## config.mk

```make
export PLATFORM = sky130hd
export DESIGN_NAME = temp_parser
export DESIGN_NICKNAME = d
export VERILOG_FILES = /design/src/hdl/temp_pkg.sv /design/src/hdl/temp_key_if.sv /design/src/hdl/temp_parser.sv /design/src/hdl/temp_param_acc.sv /design/src/hdl/temp_key_enc.sv
export SDC_FILE = /design/constraint.sdc
export NUM_CORES = 1
export LEC_CHECK = 0
export BUFFER_PORTS_ARGS = -buffer_cell sky130_fd_sc_hd__buf_2
export CORE_ASPECT_RATIO = 1.4
export CORE_MARGIN = 3
export CORE_UTILIZATION = 50
export CTS_CLUSTER_SIZE = 16
export DETAILED_ROUTE_END_ITERATION = 10
export PLACE_DENSITY = 0.74
export SLEW_MARGIN = 20
export SYNTH_ARGS = -nofsm -noshare
export SYNTH_HDL_FRONTEND = slang
export SYNTH_HIERARCHICAL = 1
export SYNTH_SLANG_ARGS = --single-unit
```

## constraint.sdc

```tcl
create_clock -name sys_clk -period 3.4 [get_ports sys_clk]
set_input_delay 0.34 -clock sys_clk [delete_from_list [all_inputs] [get_ports sys_clk]]
set_output_delay 0.34 -clock sys_clk [all_outputs]
set_load 0.05 [all_outputs]
```

## src/hdl/temp_pkg.sv

```systemverilog
// Shared constants, types and decode helpers for the escape and mode parser
package temp_pkg;

   // Character codes
   localparam logic [7:0] CH_ESC    = 8'h1b;
   localparam logic [7:0] CH_LBRACK = 8'h5b;
   localparam logic [7:0] CH_SEMI   = 8'h3b;
   localparam logic [7:0] CH_QMARK  = 8'h3f;
   localparam logic [7:0] CH_GT     = 8'h3e;
   localparam logic [7:0] CH_LT     = 8'h3c;
   localparam logic [7:0] CH_EQ     = 8'h3d;
   localparam logic [7:0] CH_SET    = 8'h68;
   localparam logic [7:0] CH_RESET  = 8'h6c;
   localparam logic [7:0] CH_APP    = 8'h4f;
   localparam logic [7:0] CH_DIR0   = 8'h41;
   localparam logic [7:0] CH_CR     = 8'h0d;
   localparam logic [7:0] CH_LF     = 8'h0a;
   localparam logic [7:0] CH_DIGIT0 = 8'h30;
   localparam logic [7:0] CH_DIGIT9 = 8'h39;
   localparam logic [7:0] CH_FIN_LO = 8'h40;
   localparam logic [7:0] CH_FIN_HI = 8'h7e;

   // Parameter values naming modes
   localparam logic [7:0] PARAM_ECHO    = 8'h0c;
   localparam logic [7:0] PARAM_CURSOR  = 8'h01;
   localparam logic [7:0] PARAM_DIALECT = 8'h02;

   // Register offsets and mode field layout
   localparam logic [3:0] REG_MODE    = 4'h0;
   localparam logic [3:0] REG_STATUS  = 4'h4;
   localparam logic [3:0] REG_DISCARD = 4'h8;
   localparam int         MODE_ECHO_BIT    = 0;
   localparam int         MODE_DIALECT_BIT = 1;
   localparam int         MODE_CURSOR_BIT  = 2;
   localparam int         MODE_KEYPAD_BIT  = 3;
   localparam logic       RST_ECHO_SUP = 1'b0;
   localparam logic       RST_STD_DIA  = 1'b1;
   localparam logic       RST_CKM      = 1'b0;
   localparam logic       RST_KPAM     = 1'b0;

   typedef enum logic [1:0] {P_TEXT, P_ESC, P_CSI} temp_pstate_t;
   typedef enum logic [1:0] {PFX_NONE, PFX_STD_PRIV, PFX_VENDOR} temp_prefix_t;
   typedef enum logic [1:0] {K_TEXT, K_CURSOR, K_KEYPAD} temp_kind_t;

   function automatic logic is_digit(input logic [7:0] c);
      return (c >= CH_DIGIT0) && (c <= CH_DIGIT9);
   endfunction

   function automatic logic is_final(input logic [7:0] c);
      return (c >= CH_FIN_LO) && (c <= CH_FIN_HI);
   endfunction

endpackage

```

## src/hdl/temp_key_if.sv

```systemverilog
// Key transmit request channel between parser top and key encoder
`timescale 1ns/100ps
interface temp_key_if;
   import temp_pkg::*;
   logic             req_valid;
   logic             req_ready;
   temp_kind_t       req_kind;
   logic [7:0]       req_code;
   logic [7:0]       req_app;
   logic             std_dialect;
   logic             cursor_app;
   logic             keypad_app;

   modport top (output req_valid, req_kind, req_code, req_app, std_dialect, cursor_app,
                keypad_app, input req_ready);
   modport enc (input req_valid, req_kind, req_code, req_app, std_dialect, cursor_app,
                keypad_app, output req_ready);
endinterface

```

## src/hdl/temp_parser.sv

```systemverilog
// Escape sequence parser, mode store and key routing top
// Functional notes
// - ESC byte starts a sequence, never displayed
// - Sequence bytes only change modes, not shown
// - ESC then left bracket opens parameterised sequence
// - ESC plus one character selects a function
// - Semicolon separated parameters, one final character
// - Parameters are accumulated decimal ASCII digits
// - Question mark private set, greater-than vendor set
// - Final h sets, final l resets mode
// - Parameter 12 set stops keyboard echo
// - Echo reset shows keys, CR as CR LF
// - Private 2 selects standard or legacy dialect
// - Each dialect executes only its own sequences
// - Legacy ESC less-than returns to standard dialect
// - Standard off ignores all further standard sequences
// - Private 1 selects cursor key application mode
// - Cursor key mode reset after power-up
// - Standard normal cursor keys send ESC [ X
// - Standard application cursor keys send ESC O X
// - Legacy cursor keys send ESC X only
// - Keypad numeric mode sends keycap values
// - Keypad application mode sends ESC O sequences
// - ESC equals application, ESC greater-than numeric
// - Several parameters apply action to each mode
`timescale 1ns/100ps
module temp_parser #(
   parameter int PARAM_W = 8
) (
   // Clock and reset
   input  wire logic        sys_clk,
   input  wire logic        rst,
   // Register port
   input  wire logic [3:0]  reg_addr,
   input  wire logic [31:0] reg_wdata,
   input  wire logic        reg_wr,
   input  wire logic        reg_rd,
   output logic      [31:0] reg_rdata,
   // Host receive
   input  wire logic        rx_valid,
   input  wire logic [7:0]  rx_data,
   // Host transmit
   output logic             tx_valid,
   output logic      [7:0]  tx_data,
   input  wire logic        tx_ready,
   // Display path
   output logic             disp_valid,
   output logic      [7:0]  disp_data,
   // Keyboard text
   input  wire logic        kbd_valid,
   input  wire logic [7:0]  kbd_data,
   output logic             kbd_ready,
   // Cursor keys
   input  wire logic        cur_valid,
   input  wire logic [1:0]  cur_dir,
   output logic             cur_ready,
   // Numeric keypad
   input  wire logic        kp_valid,
   input  wire logic [7:0]  kp_char,
   input  wire logic [7:0]  kp_app_code,
   output logic             kp_ready,
   // Mode state
   output logic             local_echo_suppress_mode,
   output logic             dialect_select_mode,
   output logic             cursor_key_application_mode,
   output logic             keypad_application_mode
);
   import temp_pkg::*;

   typedef struct packed {
      temp_pstate_t pst;
      temp_prefix_t prefix;
      logic         first;
      logic         bad;
      logic [2:0]   hits;
      logic         echo_sup;
      logic         std_dia;
      logic         ckm;
      logic         kpam;
      logic         disp_valid;
      logic [7:0]   disp_data;
      logic         lf_pend;
      logic [31:0]  rdata;
      logic [15:0]  discards;
   } temp_state_t;

   localparam temp_state_t RESET_STATE = '{
      pst: P_TEXT, prefix: PFX_NONE, first: 1'b0, bad: 1'b0, hits: 3'h0,
      echo_sup: RST_ECHO_SUP, std_dia: RST_STD_DIA, ckm: RST_CKM, kpam: RST_KPAM,
      disp_valid: 1'b0, disp_data: 8'h00, lf_pend: 1'b0, rdata: 32'h0000_0000,
      discards: 16'h0000};

   // Classify one parameter: {bad, cursor hit, dialect hit, echo hit}
   function automatic logic [3:0] classify(input temp_prefix_t pfx,
                                           input logic [PARAM_W-1:0] v);
      logic [3:0] r;
      r = 4'h0;
      if (v != '0) begin
         unique case (pfx)
            PFX_NONE:     r = (v == PARAM_W'(PARAM_ECHO)) ? 4'h1 : 4'h8;
            PFX_STD_PRIV: begin
               if (v == PARAM_W'(PARAM_DIALECT)) begin
                  r = 4'h2;
               end else if (v == PARAM_W'(PARAM_CURSOR)) begin
                  r = 4'h4;
               end else begin
                  r = 4'h8;
               end
            end
            default:      r = 4'h8;
         endcase
      end
      return r;
   endfunction

   temp_state_t        s_q;
   temp_state_t        s_d;
   temp_key_if         key ();
   logic [PARAM_W-1:0] pval;
   logic [3:0]         pcls;
   logic               csi_byte;
   logic               acc_clear;
   logic               acc_digit;
   logic               kbd_take;
   logic               seq_ok;

   assign pcls      = classify(s_q.prefix, pval);
   assign csi_byte  = rx_valid && (s_q.pst == P_CSI);
   assign acc_clear = (rx_valid && s_q.pst == P_ESC && rx_data == CH_LBRACK) ||
                      (csi_byte && rx_data == CH_SEMI);
   assign acc_digit = csi_byte && is_digit(rx_data);
   assign seq_ok    = !s_q.bad && !pcls[3] && (rx_data == CH_SET || rx_data == CH_RESET);

   temp_param_acc #(.W(PARAM_W)) u_acc (
      .sys_clk     (sys_clk),
      .rst         (rst),
      .clear       (acc_clear),
      .digit_valid (acc_digit),
      .digit       (rx_data[3:0]),
      .value       (pval)
   );

   temp_key_enc u_enc (
      .sys_clk  (sys_clk),
      .rst      (rst),
      .key      (key.enc),
      .tx_valid (tx_valid),
      .tx_data  (tx_data),
      .tx_ready (tx_ready)
   );

   // Key arbitration: text, then cursor, then keypad
   assign kbd_ready = key.req_ready && !s_q.lf_pend && !rx_valid;
   assign cur_ready = key.req_ready && !kbd_valid;
   assign kp_ready  = key.req_ready && !kbd_valid && !cur_valid;
   assign kbd_take  = kbd_valid && kbd_ready;

   assign key.req_valid   = kbd_take || (cur_valid && cur_ready) || (kp_valid && kp_ready);
   assign key.req_kind    = kbd_valid ? K_TEXT : (cur_valid ? K_CURSOR : K_KEYPAD);
   assign key.req_code    = kbd_valid ? kbd_data : (cur_valid ? {6'h00, cur_dir} : kp_char);
   assign key.req_app     = kp_app_code;
   assign key.std_dialect = s_q.std_dia;
   assign key.cursor_app  = s_q.ckm;
   assign key.keypad_app  = s_q.kpam;

   always_comb begin
      s_d            = s_q;
      s_d.disp_valid = 1'b0;
      s_d.rdata      = 32'h0000_0000;
      // Software access
      if (reg_wr && reg_addr == REG_MODE) begin
         s_d.echo_sup = reg_wdata[MODE_ECHO_BIT];
         s_d.std_dia  = reg_wdata[MODE_DIALECT_BIT];
         s_d.ckm      = reg_wdata[MODE_CURSOR_BIT];
         s_d.kpam     = reg_wdata[MODE_KEYPAD_BIT];
      end
      if (reg_wr && reg_addr == REG_DISCARD) begin
         s_d.discards = 16'h0000;
      end
      if (reg_rd) begin
         unique case (reg_addr)
            REG_MODE:    s_d.rdata = {28'h0, s_q.kpam, s_q.ckm, s_q.std_dia, s_q.echo_sup};
            REG_STATUS:  s_d.rdata = {26'h0, s_q.lf_pend, s_q.bad, s_q.prefix, s_q.pst};
            REG_DISCARD: s_d.rdata = {16'h0, s_q.discards};
            default:     s_d.rdata = 32'h0000_0000;
         endcase
      end
      // Host byte stream
      if (rx_valid) begin
         unique case (s_q.pst)
            P_TEXT: begin
               if (rx_data == CH_ESC) begin
                  s_d.pst = P_ESC;
               end else begin
                  s_d.disp_valid = 1'b1;
                  s_d.disp_data  = rx_data;
               end
            end
            P_ESC: begin
               s_d.pst = P_TEXT;
               if (rx_data == CH_ESC) begin
                  s_d.pst = P_ESC;
               end else if (s_q.std_dia && rx_data == CH_LBRACK) begin
                  s_d.pst    = P_CSI;
                  s_d.prefix = PFX_NONE;
                  s_d.first  = 1'b1;
                  s_d.bad    = 1'b0;
                  s_d.hits   = 3'h0;
               end else if (rx_data == CH_EQ) begin
                  s_d.kpam = 1'b1;
               end else if (rx_data == CH_GT) begin
                  s_d.kpam = 1'b0;
               end else if (!s_q.std_dia && rx_data == CH_LT) begin
                  s_d.std_dia = 1'b1;
               end else begin
                  s_d.discards = s_d.discards + 16'h0001;
               end
            end
            P_CSI: begin
               s_d.first = 1'b0;
               if (rx_data == CH_ESC) begin
                  s_d.pst      = P_ESC;
                  s_d.discards = s_d.discards + 16'h0001;
               end else if (s_q.first && rx_data == CH_QMARK) begin
                  s_d.prefix = PFX_STD_PRIV;
               end else if (s_q.first && rx_data == CH_GT) begin
                  s_d.prefix = PFX_VENDOR;
               end else if (is_digit(rx_data)) begin
                  s_d.bad = s_q.bad;
               end else if (rx_data == CH_SEMI) begin
                  s_d.hits = s_q.hits | pcls[2:0];
                  s_d.bad  = s_q.bad | pcls[3];
               end else if (is_final(rx_data)) begin
                  s_d.pst = P_TEXT;
                  if (seq_ok) begin
                     if (s_q.hits[0] || pcls[0]) begin
                        s_d.echo_sup = (rx_data == CH_SET);
                     end
                     if (s_q.hits[1] || pcls[1]) begin
                        s_d.std_dia = (rx_data == CH_SET);
                     end
                     if (s_q.hits[2] || pcls[2]) begin
                        s_d.ckm = (rx_data == CH_SET);
                     end
                  end else begin
                     s_d.discards = s_d.discards + 16'h0001;
                  end
               end else begin
                  s_d.bad = 1'b1;
               end
            end
            default: begin
               s_d.pst = P_TEXT;
            end
         endcase
      end
      // Local echo of keyboard text
      if (kbd_take && !s_q.echo_sup) begin
         s_d.disp_valid = 1'b1;
         s_d.disp_data  = kbd_data;
         s_d.lf_pend    = (kbd_data == CH_CR);
      end else if (s_q.lf_pend && !s_d.disp_valid) begin
         s_d.disp_valid = 1'b1;
         s_d.disp_data  = CH_LF;
         s_d.lf_pend    = 1'b0;
      end
   end

   always_ff @(posedge sys_clk or posedge rst) begin
      if (rst) begin
         s_q <= RESET_STATE;
      end else begin
         s_q <= s_d;
      end
   end

   assign reg_rdata                   = s_q.rdata;
   assign disp_valid                  = s_q.disp_valid;
   assign disp_data                   = s_q.disp_data;
   assign local_echo_suppress_mode    = s_q.echo_sup;
   assign dialect_select_mode         = s_q.std_dia;
   assign cursor_key_application_mode = s_q.ckm;
   assign keypad_application_mode     = s_q.kpam;
endmodule

```

## src/hdl/temp_param_acc.sv

```systemverilog
// Decimal parameter accumulator, saturating
`timescale 1ns/100ps
module temp_param_acc #(
   parameter int W = 8
) (
   // Clock and reset
   input  wire logic         sys_clk,
   input  wire logic         rst,
   // Control
   input  wire logic         clear,
   input  wire logic         digit_valid,
   input  wire logic [3:0]   digit,
   // Result
   output logic      [W-1:0] value
);
   import temp_pkg::*;

   typedef struct packed {
      logic [W-1:0] val;
   } temp_acc_t;

   temp_acc_t       s_q;
   temp_acc_t       s_d;
   logic [W+4:0]    prod;

   always_comb begin
      s_d  = s_q;
      prod = (W+5)'(s_q.val) * (W+5)'(10) + (W+5)'(digit);
      if (clear) begin
         s_d.val = '0;
      end else if (digit_valid) begin
         s_d.val = (prod > (W+5)'({W{1'b1}})) ? {W{1'b1}} : prod[W-1:0];
      end
   end

   always_ff @(posedge sys_clk or posedge rst) begin
      if (rst) begin
         s_q <= '0;
      end else begin
         s_q <= s_d;
      end
   end

   assign value = s_q.val;
endmodule

```

## src/hdl/temp_key_enc.sv

```systemverilog
// Cursor, keypad and text key encoder toward the host
`timescale 1ns/100ps
module temp_key_enc (
   // Clock and reset
   input  wire logic  sys_clk,
   input  wire logic  rst,
   // Requests
   temp_key_if.enc    key,
   // Host transmit
   output logic       tx_valid,
   output logic [7:0] tx_data,
   input  wire logic  tx_ready
);
   import temp_pkg::*;

   typedef struct packed {
      logic [1:0]      cnt;
      logic [2:0][7:0] sh;
   } temp_enc_t;

   temp_enc_t s_q;
   temp_enc_t s_d;
   logic      take;

   assign take          = key.req_valid && key.req_ready;
   assign key.req_ready = (s_q.cnt == 2'd0);
   assign tx_valid      = (s_q.cnt != 2'd0);
   assign tx_data       = s_q.sh[0];

   always_comb begin
      s_d = s_q;
      if (tx_valid && tx_ready) begin
         s_d.sh  = {8'h00, s_q.sh[2:1]};
         s_d.cnt = s_q.cnt - 2'd1;
      end
      if (take) begin
         unique case (key.req_kind)
            K_TEXT: begin
               s_d.sh  = {16'h0000, key.req_code};
               s_d.cnt = 2'd1;
            end
            K_CURSOR: begin
               if (!key.std_dialect) begin
                  s_d.sh  = {8'h00, CH_DIR0 + key.req_code, CH_ESC};
                  s_d.cnt = 2'd2;
               end else if (key.cursor_app) begin
                  s_d.sh  = {CH_DIR0 + key.req_code, CH_APP, CH_ESC};
                  s_d.cnt = 2'd3;
               end else begin
                  s_d.sh  = {CH_DIR0 + key.req_code, CH_LBRACK, CH_ESC};
                  s_d.cnt = 2'd3;
               end
            end
            K_KEYPAD: begin
               if (key.keypad_app) begin
                  s_d.sh  = {key.req_app, CH_APP, CH_ESC};
                  s_d.cnt = 2'd3;
               end else begin
                  s_d.sh  = {16'h0000, key.req_code};
                  s_d.cnt = 2'd1;
               end
            end
            default: begin
               s_d.cnt = 2'd0;
            end
         endcase
      end
   end

   always_ff @(posedge sys_clk or posedge rst) begin
      if (rst) begin
         s_q <= '0;
      end else begin
         s_q <= s_d;
      end
   end
endmodule

```

Word level (Yosys, flattened, before mapping)
Cells that the tools add are included.

word-level totals
  flip-flop bits (word level) = 105
  bits in latches = 0
  memory bits (writable) = 0
  memory bits (read-only) = 0
  input bits = 79
  output and inout port bits = 57
  word-level logic and storage cells = 212
  memories kept = 0

cells by class
  $add $sub $neg = 4
  multiply operators = 1
  div/mod/pow operators = 0
  order comparisons = 5
  equal/unequal tests = 36
  shifts and indexed selects = 0
  mux-type cells = 84
  bitwise logic cells = 2
  reduce and logical (&&, ||, !) cells = 61

operators by type and width
  kind                                                                              number
  16-bit two-way mux                                                                15
  26-bit two-way mux                                                                3
  24-bit case mux with 3 select lines                                               1
  16-bit case mux with 3 select lines                                               1
  8-bit by 6-bit equality test with 1-bit output, second input constant             5
  8-bit two-way mux                                                                 5
  16-bit case mux with 2 select lines                                               1
  7-bit two-way mux                                                                 4
  9-bit two-way mux                                                                 3
  1-bit logical AND                                                                 26
  13-bit two-way mux                                                                2
  2-bit two-way mux                                                                 13
  25-bit two-way mux                                                                1
  8-bit by 7-bit equality test with 1-bit output, second input constant             3
  10-bit two-way mux                                                                2
  4-bit two-way mux                                                                 5
  1-bit two-way mux                                                                 18
  9-bit AND reduction                                                               2
  16-bit by 1-bit adder with 16-bit output, second input constant                   1
  8-bit by 4-bit equality test with 1-bit output, second input constant             2
  7-bit case mux with 2 select lines                                                1
  12-bit by 4-bit adder with 13-bit output                                          1
  13-bit by 8-bit greater-than comparator with 1-bit output, second input constant  1
  3-bit two-way mux                                                                 4
  36 further kinds                                                                  73

Depth between registers and ports, before layout
  word-level depth = 21
  mapped depth = 12
  mapped depth without buffers = 11

Cells and area by module
The synthesis kept the hierarchy.

modules (own cells, without submodules)
  module          times used  cells each  area each (um^2)  sequential area each (um^2)
  temp_parser     1           464         3882.5            1377.6
  temp_key_enc    1           159         1529.0            650.6
  temp_param_acc  1           87          839.6             200.2

Worst setup path before layout
Ideal clock, no wire load.

  path kind = reg2reg
  start point = register u_enc/s_q[24] (netlist name)
  end point = register u_enc/s_q[22] (netlist name)
  setup time = 0.120 ns
  arrival = 2.992 ns
  required time = 3.280 ns
  path slack = 0.288 ns
  cell stages (with the launch flop) = 11
  buffers on the path = 1
  clock period less this slack = 3.112 ns
  path through = dfrtp_1 inv_1 ha_1 nor3b_1 nand2_1 o21ai_0 and2_1 buf_2 nand2_1 a32o_1 a31o_1

RTL lines
  item                    line                text
  start, declared         temp_key_enc.sv:21  temp_enc_t s_q;
  start signal, assigned  temp_key_enc.sv:72  s_q <= '0;
  start signal, assigned  temp_key_enc.sv:74  s_q <= s_d;

Final worst setup path
  start point = register u_acc.s_q (netlist bit u_acc/value[1])
  end point = register u_acc.s_q (netlist bit u_acc/value[2])

between the ends
  word-level cells in the longest chain between the ends = 6

RTL lines
  item                                                       line                  text
  start, declared                                            temp_param_acc.sv:22  temp_acc_t s_q;
  start signal, assigned                                     temp_param_acc.sv:38  s_q <= '0;
  start signal, assigned                                     temp_param_acc.sv:40  s_q <= s_d;
  8-bit by 3-bit multiplier with 11-bit output (*)           temp_param_acc.sv:28  prod = (W+5)'(s_q.val) * (W+5)'(10) + (W+5)'(digit);
  12-bit by 4-bit adder with 13-bit output (*)               temp_param_acc.sv:28
  13-bit by 8-bit greater-than comparator with 1-bit output  temp_param_acc.sv:32  s_d.val = (prod > (W+5)'({W{1'b1}})) ? {W{1'b1}} : prod[W-1:0];
  8-bit two-way mux (*)                                      temp_param_acc.sv:32
  8-bit two-way mux (*)                                      temp_param_acc.sv:31  end else if (digit_valid) begin
  8-bit two-way mux (*)                                      temp_param_acc.sv:29  if (clear) begin

Mark *: on every way between the ends. The rest lies on a longest branch, timed or not. The select of a mux whose other input is x is not followed.
A chain may end at the register's enable or synchronous reset.

==> impl_metrics.tcl <==
set metrics [dict create \
    path_buf_inv 0 \
    hold_ws_ns 0.236 \
    cp_cell_sequence "ha_1, ha_1, fa_1, a211o_2, nand2_1, a211oi_1, o32a_1, a311oi_1" \
    crit_type "reg2reg" \
    dp_slack_ns 0.516 \
    hold_depth 3 \
    clk_latency_ns 0.34 \
    crit-reg2reg-launch "u_acc/value[1]" \
    pin_count 136 \
    ys_types 85 \
    rows 47 \
    routed_wl_um 16900 \
    tns_ns 0 \
    port_buffers 91 \
    core_area_um2 12000 \
    final_cell_mix "buf_2, dfrtp_1, nor2_1" \
    overflow 0 \
    async_flop_share_pct 100 \
    finClkSkew_ns 0.00828 \
    dr.pass1.iters 5 \
    gr-usage-met3_pct 4.03 \
    cellPowerDensity_nw_per_um2 565 \
    period_share_pct 85.9 \
    numCtsBuffers 9 \
    yosysSeqAreaShare_pct 35.6 \
    netlist_area_um2 6250 \
    r2r_cells 8 \
    synth-edff-count 0 \
    grt_use_met2_pct 41.1 \
    busiest_layer "met2" \
    post_drt_via_cell_ratio 6.16 \
    cts_buffer_depth 2 \
    cap_violations 0 \
    synth-seq-cells 89 \
    die-width_um 101 \
    post-route-drc-count 0 \
    num_antenna_cells 0 \
    synthesis.instances 710 \
    max_freq_ghz 0.343 \
    vdd_drop_max_v 0.000521 \
    yosysWarnings 6 \
    initial_core_util_pct 52.1 \
    final-setup-viol-count 0 \
    ctsRootBufferMaster "clkbuf_16" \
    area_delta_synth_final_pct 9.61 \
    fin_nets 867 \
    hold_viol 0 \
    grt_pass1_vias 5541 \
    place_hpwl_um 12800 \
    worstHoldStart "kp_app_code[7]" \
    grt_use_met1_pct 30.5 \
    die_area_um2 13900 \
    setup_ws_ns 0.481 \
    cpMaxStageDelayCell "dfrtp_1" \
    grt_pass1_wl_um 27700 \
    drive_above_1_share_pct 19.5 \
    hold_end "u_enc/s_q[23]" \
    r2r_setup_slack_ns 0.48 \
    num_vias 5645 \
    leakagePower_uw 0.00326 \
    drv_slew 0 \
    crit_family "compound AO/OA/AOI/OAI gates" \
    cts.htree.levels 3 \
    crit_top_cell "ha_1" \
    die_y_um 138 \
    rsz0062_at_grt "no" \
    cts_tree "yes" \
    maxSlewHeadroom_pct 36.4 \
    status "finished, final reports clean" \
    antenna_found_initial 0 \
    worstPathRequired_ns 3.64 \
    wl_per_cell_um 18.4 \
    tightest_slew_ns 0.948 \
    power_uw 3870 \
    syn_avg_cell_area_um2 8.80 \
    worstPathMaxFanout 10 \
    routabilityCongestion 0.913 \
    utilization_pct 57.1 \
    finalCriticalPeriod_ns 2.92 \
    cts_sinks 89 \
    hold_class "in2reg" \
    r2r-end "u_acc/value[2]" \
    critPathArrivalTime_ns 3.15 \
    grt_usage_pct 24.2 \
    ys.flop_type "dfrtp_1" \
    drt-initial-drc-count 352 \
    cts_setup_buffers 0 \
    final_common_cell "buf_2" \
    drtAntennaViolNets 0 \
    max_stage_delay_ns 0.51 \
    start_kind "flop" \
    grt_max_degree 34 \
    crit_path_end_kind "flop" \
    cts.clk_slew.worst_paths_ns 0.07 \
]
-- worst reg2reg max path: cells and delay by family, from the launching register on --
family	cells	cell delay [ns]
flip-flops	1	0.51
adder cells (fa/ha/maj)	3	1.01
AND/OR/NAND/NOR	1	0.11
AO/OA/AOI/OAI	4	1.19
-- where the power goes --
group / switching (uW) / internal, uW
clock: 413 / 587
sequential: 138 / 1230
combinational: 1060 / 444
-- flip-flops by register name, indices dropped and copies added (netlist names) --
register / flops
s_q: 26
u_enc/s_q: 18
reg_rdata: 16
disp_data: 8
u_acc/value: 8
u_enc/tx_data: 8
cursor_key_application_mode: 1
dialect_select_mode: 1
disp_valid: 1
keypad_application_mode: 1
local_echo_suppress_mode: 1
-- how the worst max path moves through the flow --
| stage | startpoint | end | slack [ns] | cells past startpoint |
|---|---|---|---|---|
| after global routing | u_acc/value[1] | u_acc/value[0] | 0.32 | 8 |
| after detailed placement | u_acc/value[1] | u_acc/value[2] | 0.52 | 8 |
| after global placement | reg_addr[3] | s_q[14] | 0.65 | 12 |
| final | u_acc/value[1] | u_acc/value[2] | 0.48 | 8 |
| after CTS | u_acc/value[1] | u_acc/value[2] | 0.50 | 8 |
| after floorplan | u_enc/s_q[24] | u_enc/s_q[22] | 0.29 | 10 |
-- synthesized netlist by cell type, drive strengths merged, types with 8 or more instances --
cell,number,area share (%)
dfrtp,88,35
nor2,68,4.1
nand2,66,4.0
buf,60,7.1
o21ai,44,3.6
a21oi,39,3.1
mux2i,29,4.6
inv,24,1.4
ha,22,4.4
nand3,21,1.7
and2,20,2.1
clkbuf,19,1.1
a31oi,12,1.2
nand4,11,1.1
nor3,11,0.88
o22ai,9,0.90
and3,8,0.80
nor3b,8,0.96
nor4,8,1.0
-- kinds of logic (layout without fill, tap and decap cells) --
family / Yosys count / count (layout) / share of synthesized area, %
mux: 34 / 34 / 5.54
other cells: 1 / 16 / 0.0600
flops: 89 / 89 / 35.6
buf+inv: 103 / 147 / 9.69
compound gates: 176 / 176 / 18.9
simple gates: 271 / 271 / 23.5
fa+ha+maj: 24 / 24 / 5.04
xor+xnor: 12 / 12 / 1.68
-- area by class of cell --
cell class	count	area [um^2]
inverters	24	90.1
fillers	1113	5140
multi-input cells	533	3470
repair buffers	107	578
clock inverters	5	55.1
clock buffers	11	243
flip-flops and latches	89	2230
well taps	147	184
-- through the flow --
step                area [um^2]  cells
floorplan                  6310    725
global placement           6540    899
detailed placement         6540    899
CTS                        6850    916
global route               6850    916
finish                     6850    916
-- layer usage --
layer / vias up / wire [um]
met5: - / 0
met4: 0 / 470
met3: 47 / 1010
met2: 228 / 8610
met1: 2724 / 6810
li1: 2646 / -
-- what timing repair did --
action,4_1_cts,5_1_grt
hold buffers,1,0
endpoints found under the hold margin,8,0
resized for setup,0,0
(Power assumes the default switching activity.)
